`config.mk`:
```
export PLATFORM = sky130hd
export DESIGN_NAME = mvr_result_regs
export DESIGN_NICKNAME = d
export VERILOG_FILES = /design/src/inc/mvr_pkg.sv /design/src/hdl/mvr_result_regs.sv /design/src/hdl/mvr_field_reg.sv
export SDC_FILE = /design/constraint.sdc
export NUM_CORES = 1
export LEC_CHECK = 0
export BUFFER_PORTS_ARGS = -buffer_cell sky130_fd_sc_hd__buf_2
export CAP_MARGIN = 20
export CORE_ASPECT_RATIO = 0.7
export CORE_UTILIZATION = 54
export DETAILED_ROUTE_END_ITERATION = 10
export HOLD_SLACK_MARGIN = 0.02
export PLACE_DENSITY = 0.8
export RECOVER_POWER = 50
export SYNTH_ARGS = -nofsm -noshare
export SYNTH_HDL_FRONTEND = slang
export SYNTH_SLANG_ARGS = --single-unit
```
`constraint.sdc`:
```
create_clock -name clk_in -period 1.3 [get_ports clk_in]
set_clock_uncertainty 0.05 [all_clocks]
set_input_delay 0.065 -clock clk_in [delete_from_list [all_inputs] [get_ports clk_in]]
set_output_delay 0.065 -clock clk_in [all_outputs]
set_load 0.01 [all_outputs]
```
`src/inc/mvr_pkg.sv`:
```
// Purpose: Constants and carrier types of the vector engine result bank
// Assumes: Byte addresses on a 32-bit register port, one word per register
// Notes:   Offsets of the register words are local to this bank
package mvr_pkg;

    // ======================================================================
    // Widths
    localparam int DATA_W   = 32;
    localparam int ADDR_W   = 5;
    localparam int TASK_W   = 4;
    localparam int ADC_W    = 12;
    localparam int FIELD_W  = 16;
    localparam int PAD_W    = 4;
    localparam int NUM_REGS = 7;

    // ======================================================================
    // Register byte offsets
    localparam logic [ADDR_W-1:0] OFS_PHASE_A   = 5'h00;
    localparam logic [ADDR_W-1:0] OFS_PHASE_B   = 5'h04;
    localparam logic [ADDR_W-1:0] OFS_PHASE_C   = 5'h08;
    localparam logic [ADDR_W-1:0] OFS_SUPPLY_P  = 5'h0c;
    localparam logic [ADDR_W-1:0] OFS_SUPPLY_S  = 5'h10;
    localparam logic [ADDR_W-1:0] OFS_DIRECT    = 5'h14;
    localparam logic [ADDR_W-1:0] OFS_QUADRATURE = 5'h18;

    // Register index order used by the bank
    localparam int IDX_PHASE_A    = 0;
    localparam int IDX_PHASE_B    = 1;
    localparam int IDX_PHASE_C    = 2;
    localparam int IDX_SUPPLY_P   = 3;
    localparam int IDX_SUPPLY_S   = 4;
    localparam int IDX_DIRECT     = 5;
    localparam int IDX_QUADRATURE = 6;

    localparam logic [ADDR_W-1:0] REG_OFS [NUM_REGS] = '{
        OFS_PHASE_A, OFS_PHASE_B, OFS_PHASE_C, OFS_SUPPLY_P,
        OFS_SUPPLY_S, OFS_DIRECT, OFS_QUADRATURE};
    localparam int REG_WIDTH [NUM_REGS] = '{
        FIELD_W, FIELD_W, FIELD_W, FIELD_W, FIELD_W, DATA_W, DATA_W};
    localparam bit REG_CLAMP [NUM_REGS] = '{
        1'b0, 1'b0, 1'b0, 1'b1, 1'b1, 1'b0, 1'b0};

    // ======================================================================
    // Reset and limit values
    localparam logic [DATA_W-1:0] RESET_WORD  = 32'h0000_0000;
    localparam logic [DATA_W-1:0] SUPPLY_MAX  = 32'h0000_7fff;
    localparam logic [PAD_W-1:0]  ADC_PAD     = 4'h0;

    // ======================================================================
    // Engine task numbers
    localparam logic [TASK_W-1:0] TASK_IN_PROC_1  = 4'h2;
    localparam logic [TASK_W-1:0] TASK_IN_PROC_2  = 4'ha;
    localparam logic [TASK_W-1:0] TASK_IN_XFORM   = 4'h4;
    localparam logic [TASK_W-1:0] TASK_CUR_CTRL   = 4'h5;
    localparam logic [TASK_W-1:0] TASK_OUT_XFORM_1 = 4'h8;
    localparam logic [TASK_W-1:0] TASK_OUT_XFORM_2 = 4'hb;

    // ======================================================================
    // Carriers
    typedef struct packed {
        logic              valid;
        logic [TASK_W-1:0] num;
    } mvr_task_t;

    typedef struct packed {
        logic [ADC_W-1:0] a;
        logic [ADC_W-1:0] b;
        logic [ADC_W-1:0] c;
    } mvr_adc_t;

    typedef struct packed {
        logic store_primary;
        logic store_secondary;
    } mvr_mode_t;

    typedef struct packed {
        logic [DATA_W-1:0] d;
        logic [DATA_W-1:0] q;
    } mvr_dq_t;

endpackage

```
`src/hdl/mvr_result_regs.sv`:
```
// Purpose: Result register bank of the motor vector engine
// Assumes: Task strobe is one cycle, synchronous to clk_in
// Notes:   Operand outputs are registered copies taken at task start
//
// Local design decisions: the address-and-strobe port and the address map.
`timescale 1ns/1ps
module mvr_result_regs (
    // Clock and reset
    input  wire logic                              clk_in,
    input  wire logic                              rst_n_in,
    // Register port
    input  wire logic [mvr_pkg::ADDR_W-1:0]        reg_addr_in,
    input  wire logic [mvr_pkg::DATA_W-1:0]        reg_wdata_in,
    input  wire logic                              reg_wr_in,
    input  wire logic                              reg_rd_in,
    output logic      [mvr_pkg::DATA_W-1:0]        reg_rdata_out,
    // Engine task strobe and mode selects
    input  wire mvr_pkg::mvr_task_t                task_in,
    input  wire mvr_pkg::mvr_mode_t                mode_in,
    // Engine results
    input  wire mvr_pkg::mvr_adc_t                 adc_in,
    input  wire logic [mvr_pkg::FIELD_W-1:0]       supply_sample_in,
    input  wire mvr_pkg::mvr_dq_t                  dq_in,
    // Operands for current control
    output logic                                   ctrl_operand_valid_out,
    output mvr_pkg::mvr_dq_t                       ctrl_operand_out,
    // Operand for output phase transformation
    output logic                                   phase_operand_valid_out,
    output logic      [mvr_pkg::FIELD_W-1:0]       phase_supply_out
);
    localparam int DW = mvr_pkg::DATA_W;
    localparam int NR = mvr_pkg::NUM_REGS;

    // ======================================================================
    // Decoding helpers

    // True when the strobe names the given task
    function automatic logic task_is(
        input mvr_pkg::mvr_task_t      t,
        input logic [mvr_pkg::TASK_W-1:0] num
    );
        task_is = t.valid && (t.num == num);
    endfunction

    // True when the address selects the given register word
    function automatic logic addr_hit(
        input logic [mvr_pkg::ADDR_W-1:0] addr,
        input int                         idx
    );
        addr_hit = (addr == mvr_pkg::REG_OFS[idx]);
    endfunction

    // ======================================================================
    // Task decode
    logic in_proc;
    logic in_xform;
    logic cur_ctrl;
    logic out_xform;

    // One-cycle task qualifiers
    assign in_proc   = task_is(task_in, mvr_pkg::TASK_IN_PROC_1) ||
                       task_is(task_in, mvr_pkg::TASK_IN_PROC_2);
    assign in_xform  = task_is(task_in, mvr_pkg::TASK_IN_XFORM);
    assign cur_ctrl  = task_is(task_in, mvr_pkg::TASK_CUR_CTRL);
    assign out_xform = task_is(task_in, mvr_pkg::TASK_OUT_XFORM_1) ||
                       task_is(task_in, mvr_pkg::TASK_OUT_XFORM_2);

    // ======================================================================
    // Engine write enables and data
    logic [NR-1:0] hw_we;
    logic [DW-1:0] hw_data [NR];
    logic [NR-1:0] sw_we;
    logic [DW-1:0] reg_value [NR];

    // Phase currents, supplies and axis currents
    always_comb
    begin
        hw_we = '0;
        hw_we[mvr_pkg::IDX_PHASE_A]    = in_proc;
        hw_we[mvr_pkg::IDX_PHASE_B]    = in_proc;
        hw_we[mvr_pkg::IDX_PHASE_C]    = in_proc;
        hw_we[mvr_pkg::IDX_SUPPLY_P]   = in_proc &&
                                         mode_in.store_primary;
        hw_we[mvr_pkg::IDX_SUPPLY_S]   = in_proc &&
                                         mode_in.store_secondary;
        hw_we[mvr_pkg::IDX_DIRECT]     = in_xform;
        hw_we[mvr_pkg::IDX_QUADRATURE] = in_xform;
    end

    // Conversion left-justified with a zero nibble below it
    assign hw_data[mvr_pkg::IDX_PHASE_A] =
        DW'({adc_in.a, mvr_pkg::ADC_PAD});
    assign hw_data[mvr_pkg::IDX_PHASE_B] =
        DW'({adc_in.b, mvr_pkg::ADC_PAD});
    assign hw_data[mvr_pkg::IDX_PHASE_C] =
        DW'({adc_in.c, mvr_pkg::ADC_PAD});
    // Supply sample, limited inside the register
    assign hw_data[mvr_pkg::IDX_SUPPLY_P] = DW'(supply_sample_in);
    assign hw_data[mvr_pkg::IDX_SUPPLY_S] = DW'(supply_sample_in);
    // Axis currents kept at full signed width, scale is software's
    assign hw_data[mvr_pkg::IDX_DIRECT]     = dq_in.d;
    assign hw_data[mvr_pkg::IDX_QUADRATURE] = dq_in.q;

    // ======================================================================
    // Register storage
    genvar gi;
    generate
        for (gi = 0; gi < NR; gi++)
        begin : g_reg
            // Software write decode for this word
            assign sw_we[gi] = reg_wr_in && addr_hit(reg_addr_in, gi);

            mvr_field_reg #(
                .WIDTH (mvr_pkg::REG_WIDTH[gi]),
                .CLAMP (mvr_pkg::REG_CLAMP[gi])
            ) u_field (
                .clk_in     (clk_in),
                .rst_n_in   (rst_n_in),
                .hw_we_in   (hw_we[gi]),
                .hw_data_in (hw_data[gi]),
                .sw_we_in   (sw_we[gi]),
                .sw_data_in (reg_wdata_in),
                .value_out  (reg_value[gi])
            );
        end
    endgenerate

    // ======================================================================
    // Read path: data stands only in the cycle after the strobe
    logic [DW-1:0] rdata_reg;
    logic [DW-1:0] rdata_next;

    // Read mux, unmapped addresses return zero
    always_comb
    begin
        rdata_next = mvr_pkg::RESET_WORD;
        if (reg_rd_in)
        begin
            for (int i = 0; i < NR; i++)
            begin
                if (addr_hit(reg_addr_in, i))
                begin
                    rdata_next = reg_value[i];
                end
            end
        end
    end

    // Read data register
    always_ff @(posedge clk_in or negedge rst_n_in)
    begin
        if (!rst_n_in)
            rdata_reg <= mvr_pkg::RESET_WORD;
        else
            rdata_reg <= rdata_next;
    end

    assign reg_rdata_out = rdata_reg;

    // ======================================================================
    // Operand capture for engine tasks
    logic             ctrl_valid_reg;
    logic             ctrl_valid_next;
    mvr_pkg::mvr_dq_t ctrl_reg;
    mvr_pkg::mvr_dq_t ctrl_next;
    logic             phase_valid_reg;
    logic             phase_valid_next;
    logic [mvr_pkg::FIELD_W-1:0] phase_reg;
    logic [mvr_pkg::FIELD_W-1:0] phase_next;

    // Operands sampled from stored values when their task starts
    always_comb
    begin
        ctrl_valid_next  = cur_ctrl;
        ctrl_next        = ctrl_reg;
        phase_valid_next = out_xform;
        phase_next       = phase_reg;
        if (cur_ctrl)
        begin
            ctrl_next.d = reg_value[mvr_pkg::IDX_DIRECT];
            ctrl_next.q = reg_value[mvr_pkg::IDX_QUADRATURE];
        end
        if (out_xform)
        begin
            phase_next = mvr_pkg::FIELD_W'(
                reg_value[mvr_pkg::IDX_SUPPLY_P]);
        end
    end

    // Operand registers
    always_ff @(posedge clk_in or negedge rst_n_in)
    begin
        if (!rst_n_in)
        begin
            ctrl_valid_reg  <= 1'b0;
            ctrl_reg        <= '0;
            phase_valid_reg <= 1'b0;
            phase_reg       <= '0;
        end
        else
        begin
            ctrl_valid_reg  <= ctrl_valid_next;
            ctrl_reg        <= ctrl_next;
            phase_valid_reg <= phase_valid_next;
            phase_reg       <= phase_next;
        end
    end

    assign ctrl_operand_valid_out  = ctrl_valid_reg;
    assign ctrl_operand_out        = ctrl_reg;
    assign phase_operand_valid_out = phase_valid_reg;
    assign phase_supply_out        = phase_reg;

    // ======================================================================
    // Assertions

    AST_ADC_UPDATE: assert property (
        @(posedge clk_in) disable iff (!rst_n_in)
        in_proc |=> reg_value[mvr_pkg::IDX_PHASE_A] ==
                    DW'({$past(adc_in.a), mvr_pkg::ADC_PAD}) &&
                    reg_value[mvr_pkg::IDX_PHASE_C] ==
                    DW'({$past(adc_in.c), mvr_pkg::ADC_PAD}))
        else $error("Phase result not stored at input processing");

    AST_ADC_HOLD: assert property (
        @(posedge clk_in) disable iff (!rst_n_in)
        (!in_proc && !sw_we[mvr_pkg::IDX_PHASE_B]) |=>
            $stable(reg_value[mvr_pkg::IDX_PHASE_B]))
        else $error("Phase result changed without a cause");

    AST_PRI_GATED: assert property (
        @(posedge clk_in) disable iff (!rst_n_in)
        (in_proc && !mode_in.store_primary &&
         !sw_we[mvr_pkg::IDX_SUPPLY_P]) |=>
            $stable(reg_value[mvr_pkg::IDX_SUPPLY_P]))
        else $error("Primary supply stored while not selected");

    AST_SEC_UPDATE: assert property (
        @(posedge clk_in) disable iff (!rst_n_in)
        (in_proc && mode_in.store_secondary &&
         DW'(supply_sample_in) <= mvr_pkg::SUPPLY_MAX) |=>
            reg_value[mvr_pkg::IDX_SUPPLY_S] ==
            DW'($past(supply_sample_in)))
        else $error("Secondary supply not stored when selected");

    AST_PHASE_OPERAND: assert property (
        @(posedge clk_in) disable iff (!rst_n_in)
        out_xform |=> phase_operand_valid_out &&
            DW'(phase_supply_out) ==
            $past(reg_value[mvr_pkg::IDX_SUPPLY_P]) ##1
            $stable(phase_supply_out) || $past(out_xform))
        else $error("Supply operand wrong at output transformation");

    AST_SUPPLY_LIMIT: assert property (
        @(posedge clk_in) disable iff (!rst_n_in)
        reg_value[mvr_pkg::IDX_SUPPLY_P] <= mvr_pkg::SUPPLY_MAX &&
        reg_value[mvr_pkg::IDX_SUPPLY_S] <= mvr_pkg::SUPPLY_MAX)
        else $error("Supply value above its limit");

    AST_DQ_UPDATE: assert property (
        @(posedge clk_in) disable iff (!rst_n_in)
        in_xform |=> reg_value[mvr_pkg::IDX_DIRECT] == $past(dq_in.d) &&
                     reg_value[mvr_pkg::IDX_QUADRATURE] == $past(dq_in.q))
        else $error("Axis currents not stored at coordinate transform");

    AST_CTRL_OPERAND: assert property (
        @(posedge clk_in) disable iff (!rst_n_in)
        cur_ctrl |=> ctrl_operand_valid_out &&
            ctrl_operand_out.d == $past(reg_value[mvr_pkg::IDX_DIRECT]) &&
            ctrl_operand_out.q ==
            $past(reg_value[mvr_pkg::IDX_QUADRATURE]))
        else $error("Axis operands wrong at current control");

    AST_UPPER_ZERO: assert property (
        @(posedge clk_in) disable iff (!rst_n_in)
        (reg_rd_in && reg_addr_in <= mvr_pkg::OFS_SUPPLY_S) |=>
            reg_rdata_out[mvr_pkg::DATA_W-1:mvr_pkg::FIELD_W] == '0)
        else $error("Upper half of a 16-bit register read non-zero");

    AST_READ_WINDOW: assert property (
        @(posedge clk_in) disable iff (!rst_n_in)
        !reg_rd_in |=> reg_rdata_out == 32'h0000_0000)
        else $error("Read data present without a read");

    AST_SW_KEEP: assert property (
        @(posedge clk_in) disable iff (!rst_n_in)
        (sw_we[mvr_pkg::IDX_PHASE_A] && !in_proc) |=>
            reg_value[mvr_pkg::IDX_PHASE_A] ==
            DW'($past(reg_wdata_in[15:0])))
        else $error("Software value not kept in low bits");

    AST_PHASE_B_UPDATE: assert property (
        @(posedge clk_in) disable iff (!rst_n_in)
        in_proc |=> reg_value[mvr_pkg::IDX_PHASE_B] ==
                    DW'({$past(adc_in.b), mvr_pkg::ADC_PAD}))
        else $error("Phase b result not left-justified");

    AST_PRI_UPDATE: assert property (
        @(posedge clk_in) disable iff (!rst_n_in)
        (in_proc && mode_in.store_primary &&
         DW'(supply_sample_in) <= mvr_pkg::SUPPLY_MAX) |=>
            reg_value[mvr_pkg::IDX_SUPPLY_P] ==
            DW'($past(supply_sample_in)))
        else $error("Primary supply not stored when selected");

    AST_SEC_GATED: assert property (
        @(posedge clk_in) disable iff (!rst_n_in)
        (in_proc && !mode_in.store_secondary &&
         !sw_we[mvr_pkg::IDX_SUPPLY_S]) |=>
            $stable(reg_value[mvr_pkg::IDX_SUPPLY_S]))
        else $error("Secondary supply stored while not selected");

    AST_DQ_HOLD: assert property (
        @(posedge clk_in) disable iff (!rst_n_in)
        (!in_xform && !sw_we[mvr_pkg::IDX_QUADRATURE]) |=>
            $stable(reg_value[mvr_pkg::IDX_QUADRATURE]))
        else $error("Axis current changed without a cause");

    AST_CTRL_PULSE: assert property (
        @(posedge clk_in) disable iff (!rst_n_in)
        !cur_ctrl |=> !ctrl_operand_valid_out)
        else $error("Current control operand valid without task");

    // ======================================================================
    // Cover points

    COV_BOTH_SUPPLIES: cover property (
        @(posedge clk_in) disable iff (!rst_n_in)
        in_proc && mode_in.store_primary && mode_in.store_secondary);

    COV_DQ_THEN_CTRL: cover property (
        @(posedge clk_in) disable iff (!rst_n_in)
        in_xform ##[1:20] cur_ctrl);

    COV_SW_HW_CLASH: cover property (
        @(posedge clk_in) disable iff (!rst_n_in)
        in_proc && sw_we[mvr_pkg::IDX_PHASE_B]);

    COV_SUPPLY_CLAMP: cover property (
        @(posedge clk_in) disable iff (!rst_n_in)
        hw_we[mvr_pkg::IDX_SUPPLY_S] &&
        DW'(supply_sample_in) > mvr_pkg::SUPPLY_MAX);

    COV_SW_CLAMP: cover property (
        @(posedge clk_in) disable iff (!rst_n_in)
        sw_we[mvr_pkg::IDX_SUPPLY_P] &&
        DW'(reg_wdata_in[mvr_pkg::FIELD_W-1:0]) > mvr_pkg::SUPPLY_MAX);

endmodule

```
`src/hdl/mvr_field_reg.sv`:
```
// Purpose: One result register with engine and software write ports
// Assumes: Engine write and software write may come in the same cycle
// Notes:   Engine write wins; value is zero-extended to a bus word
`timescale 1ns/1ps
module mvr_field_reg #(
    parameter int WIDTH = 32,
    parameter bit CLAMP = 1'b0
) (
    // Clock and reset
    input  wire logic                       clk_in,
    input  wire logic                       rst_n_in,
    // Engine port
    input  wire logic                       hw_we_in,
    input  wire logic [mvr_pkg::DATA_W-1:0] hw_data_in,
    // Software port
    input  wire logic                       sw_we_in,
    input  wire logic [mvr_pkg::DATA_W-1:0] sw_data_in,
    // Stored value
    output logic      [mvr_pkg::DATA_W-1:0] value_out
);
    localparam int DW = mvr_pkg::DATA_W;

    logic [WIDTH-1:0] value_reg;
    logic [WIDTH-1:0] value_next;
    logic [DW-1:0]    word;
    logic [WIDTH-1:0] field;

    // ======================================================================
    // Next value: engine over software, upper word bits dropped
    always_comb
    begin
        word       = hw_we_in ? hw_data_in : sw_data_in;
        field      = WIDTH'(word);
        value_next = value_reg;
        if (CLAMP && (DW'(field) > mvr_pkg::SUPPLY_MAX))
        begin
            field = WIDTH'(mvr_pkg::SUPPLY_MAX);
        end
        if (hw_we_in || sw_we_in)
        begin
            value_next = field;
        end
    end

    // State register
    always_ff @(posedge clk_in or negedge rst_n_in)
    begin
        if (!rst_n_in)
            value_reg <= WIDTH'(mvr_pkg::RESET_WORD);
        else
            value_reg <= value_next;
    end

    // Zero-extended view, bits above WIDTH read as zero
    assign value_out = DW'(value_reg);

endmodule

```
======== After elaboration in Yosys (flattened, before gate mapping) ========
Index checks and enable logic that the tools add are counted.
operators by class
  $lt $le $gt $ge ......................... 2
  equal/unequal tests ..................... 12
  mux-type cells .......................... 17
  reduce and logical (&&, ||, !) cells .... 25
operators with widths
  operator                                                                           count
  32-bit 2-to-1 mux                                                                  9
  16-bit 2-to-1 mux                                                                  8
  16-bit by 15-bit greater-than comparator with 1-bit output, second input constant  2
  5-bit == test, second input constant                                               3
  1-bit logical AND                                                                  15
  4-bit == test, second input constant                                               3
  5-bit by 4-bit == test with 1-bit output, second input constant                    2
  1-bit logical OR                                                                   9
  4-bit by 3-bit == test with 1-bit output, second input constant                    2
  5-bit by 3-bit == test with 1-bit output, second input constant                    1
  5-bit logical NOT                                                                  1
  4-bit by 2-bit == test with 1-bit output, second input constant                    1
storage, ports and cells
  bits in registers ....................... 258
  output and inout port bits .............. 114

======== Logic depth before layout (Yosys ltp) ========
  word-level depth ........................ 9
  mapped depth ............................ 8

======== Modules after synthesis ========
A second synthesis with hierarchy kept.
second synthesis, totals
  cells, all modules ...................... 1211
  area, all modules ....................... 13492.9 sq um
modules (own cells, without submodules)
  module                                 times used  cells an instance  area an instance (sq um)
  mvr_result_regs                        1           533                6098.3
  mvr_field_reg at g_reg[5].u_field ...  2           139                1515.2
  mvr_field_reg at g_reg[0].u_field ...  3           86                 868.3
  mvr_field_reg at g_reg[3].u_field ...  2           71                 879.6

======== Worst setup path before layout ========
Ideal clock, no wire load.
  path kind ............................... input to register
  start ................................... input port reg_addr_in[2] (netlist name)
  end ..................................... register g_reg[4].u_field.value_reg[0]
  library setup time ...................... 123 ps
  data arrival time ....................... 1278 ps
  required time ........................... 1127 ps
  slack ................................... -151 ps
  stages on the path ...................... 6
  buffers on the path ..................... 2
  cells stage by stage .................... buf_4 > nor2_1 > and3_1 > buf_2 > nand3b_1 > o221a_2
on the way
  longest elaborated chain between the ends .. 3
RTL lines
  what                  line                    source
  from (decl)           mvr_result_regs.sv:12   input wire logic [mvr_pkg::ADDR_W-1:0] reg_addr_in,
  5-bit == test         mvr_result_regs.sv:50   addr_hit = (addr == mvr_pkg::REG_OFS[idx]);
  1-bit logical AND     mvr_result_regs.sv:111  assign sw_we[gi] = reg_wr_in && addr_hit(reg_addr_in, gi);
  1-bit logical OR      mvr_field_reg.sv:39     if (hw_we_in || sw_we_in)
  to (signal assigned)  mvr_field_reg.sv:49     value_reg <= WIDTH'(mvr_pkg::RESET_WORD);
  to (signal assigned)  mvr_field_reg.sv:51     value_reg <= value_next;
  to (decl)             mvr_field_reg.sv:23     logic [WIDTH-1:0] value_reg;
No other way between the ends.
A chain may end at the register's enable or synchronous reset.

======== Final worst setup path ========
  start ................................... input port reg_addr_in[0] (netlist name)
  end ..................................... register rdata_reg[12], in the netlist reg_rdata_out[12]
on the way
  longest elaborated chain between the ends .. 9
  elaborated cells on any way between the ends .. 15
  those cells by class .................... 6 x eq/ne; 8 x mux; 1 x reduce/logical
RTL lines
  what                            line                    source
  5-bit logical NOT               mvr_result_regs.sv:50
  16-bit 2-to-1 mux               mvr_result_regs.sv:141  if (addr_hit(reg_addr_in, i))
  32-bit 2-to-1 mux (5 in a row)  mvr_result_regs.sv:141
  32-bit 2-to-1 mux *             mvr_result_regs.sv:141
  32-bit 2-to-1 mux *             mvr_result_regs.sv:137  if (reg_rd_in)
  net rdata_next[12]              mvr_result_regs.sv:131  logic [DW-1:0] rdata_next;
  to (signal assigned)            mvr_result_regs.sv:153  rdata_reg <= mvr_pkg::RESET_WORD;
  to (signal assigned)            mvr_result_regs.sv:155  rdata_reg <= rdata_next;
  to (decl)                       mvr_result_regs.sv:130  logic [DW-1:0] rdata_reg;
Mark *: on every way through the listed nets, which the timed path passes. The rest lies on a longest branch.

==> metrics <==
Post-synth ARST share 1.00; Placement Setup Slack -409 ps; Cell Area, Placed 14100 sq um; die footprint 22300 sq um; Via density 5.99; gp weighted congestion 0.879; crit path time final 1270 ps; Worst path top cell family by delay buffers and inverters; Final setup viols 0; setup TNS 0 ps; Tcrit/Tclk final 0.976; Post-synth EDFFs 0; synth top area cells dfrtp_1 (55%), mux2_2 (7.7%), nand2_1 (6.1%); cell count after synthesis 1106; count leader, synth dfrtp_1; Yosys reg bits 258; RSZ-0062 raised after global routing no; post-synth top area share 0.551; vias in the first global route 11522; max reg flops 80; final setup margin 31.0 ps; clk buf depth 3; clock sink count 258; post-synth top area cell dfrtp_1; Cell variety after synth 44; largest net degree at the start of global routing 79; DRC Markers 0; gr ovfl total 0; CTS clk-pin slew, worst paths 60 ps; Critical Path RT 1690 ps; Worst Path Max Fanout 9; cts bufs inserted 26; Syn-to-layout area delta 39.3%; # IOs 278; top cells by count, synth dfrtp_1 (258), nand2_1 (191), nor2_1 (85), mux2_2 (80), o21ai_0 (74); filler cell count 1303; H-tree Lvls 1; drt pass-1 iters 6; syn avg cell area 10.6 sq um; crit-path cells buf_2, dlygate4sd3_1, buf_4, a2111oi_4, buf_4, o21ai_1, o21ai_1; Worst slew margin 0.463; Hold Worst Slack 43.7 ps; number of max-cap violations 0; HPWL Detailed 24700 um; status completed; final hold viol count 0; Iter 0 DRT Violations 1116; placed cells 1659; sequential share of the synthesized area 0.551; VDD IR-drop max 0.00104 V; Clock Root Buffer clkbuf_16; share of layout cells above drive strength 1 0.284; worst-margin pin slew 806 ps; PwrDens 1490 nW/um^2; Routed Antenna Nets 0; WP buf/inv 4; Routed WL 40700 um; most used flip-flop cell after synthesis dfrtp_1; Rows 44; total number of vias 11163; initial antenna violation count 3; Die Span Y 125 um; drt wl/cell 21.9 um; Crit-path slowest cell dlygate4sd3_1; Worst setup EP type register; Die W 178 um; Final Instance Area 16300 sq um; Port Buffers 277; Core Region 21000 sq um; global-route wire length before repair 63500 um; starting density of the core 0.558; critical path launch point type primary input; leakage 7.71 nW; Synthesis Warnings 0; final-stage net count 1731; total track usage 0.371; CP arrival 1660 ps; Hold Crit Class primary input to register; filler-free cell count of the finished design 1864; Post-Synthesis Cell Area 11700 sq um; Final Max Slew Viols 0; kind of critical path primary input to register; Max Clk Rate 788 MHz; Worst R2R Setup Slack 90 ps; clk_lat worst skew 530 ps; slowest stage delay, CP 580 ps; synthesized net count 1270; CTS tree yes
[repair_timing]
| action | 4_1_cts | 5_1_grt |
|---|---|---|
| hold buffers | 156 | 0 |
| endpoints found under the hold margin | 402 | 0 |
| resized for setup | 0 | 3 |
| endpoints found under the setup margin | 0 | 82 |
| buffers inserted | 0 | 0 |
[power breakdown]
| part | switching (mW) | leakage [nW] | internal (mW) | total [mW] |
|---|---|---|---|---|
| Combinational | 2.71 | 4.13 | 2.74 | 5.45 |
| Clock | 3.13 | 0.416 | 4.31 | 7.44 |
| Sequential | 1.36 | 3.16 | 10.0 | 11.4 |
[path summary, 6_finish.rpt]
path                                           startpoint  cells past startpoint                             end
setup / recovery                           reg_addr_in[0]                      7               reg_rdata_out[12]
hold reg to reg                      ctrl_operand_out[46]                      1            ctrl_operand_out[46]
max in group asynchronous                        rst_n_in                      4  g_reg[5].u_field.value_out[28]
setup reg to reg           g_reg[3].u_field.value_reg[15]                      3               reg_rdata_out[15]
hold / removal                           reg_wdata_in[15]                      3  g_reg[3].u_field.value_reg[11]
min in group asynchronous                        rst_n_in                      3             phase_supply_out[1]
[cell families after synthesis]
logic type | after synthesis | share of synthesized area
muxes | 147 | 0.135
xor gates and xnor gates | 1 | 0.000748
and+or+nand+nor | 363 | 0.137
buffers and inverters | 90 | 0.0346
DFF | 258 | 0.551
AOI/OAI and AO/OA | 247 | 0.141
[routing by layer]
metal | GRT usage | wire (um)
met5 | 0 | 0
met4 | 0.168 | 1750
met3 | 0.0742 | 3920
met2 | 0.593 | 19200
met1 | 0.490 | 15900
[worst reg2reg max path, stage by stage, from the launching register on]
cell and delay (ps):
dfrtp_1 380, mux4_2 490, nor2_1 110, a211oi_1 60
[stage by stage]
stage	utilization	total power [mW]
floorplan	-	13.9
global placement	0.670	16.2
detailed placement	0.670	16.4
CTS	0.785	24.2
global route	0.777	25.4
finish	0.778	24.3
[area by class of cell]
cell class | count | area (sq um) | share of cell area
Clock inverter | 7 | 62.6 | 0.00384
Inverter | 2 | 7.51 | 0.000460
Clock buffer | 38 | 777 | 0.0476
Timing Repair Buffer | 521 | 3770 | 0.231
Antenna cell | 4 | 10.0 | 0.000614
Tap cell | 276 | 345 | 0.0212
Sequential cell | 258 | 6460 | 0.396
Multi-Input combinational cell | 758 | 4880 | 0.299
[placed cells by master, fill, tap and decap left out, drive strengths merged, types with 16 or more instances in the layout]
cell type	count
a22oi	31
a31oi	73
buf	301
clkbuf	102
dfrtp	258
dlygate4sd3	156
mux2	80
mux2i	66
nand2	194
nand2b	18
nand3	16
nor2	85
nor2b	17
o21ai	75
(Power assumes the default switching activity.)
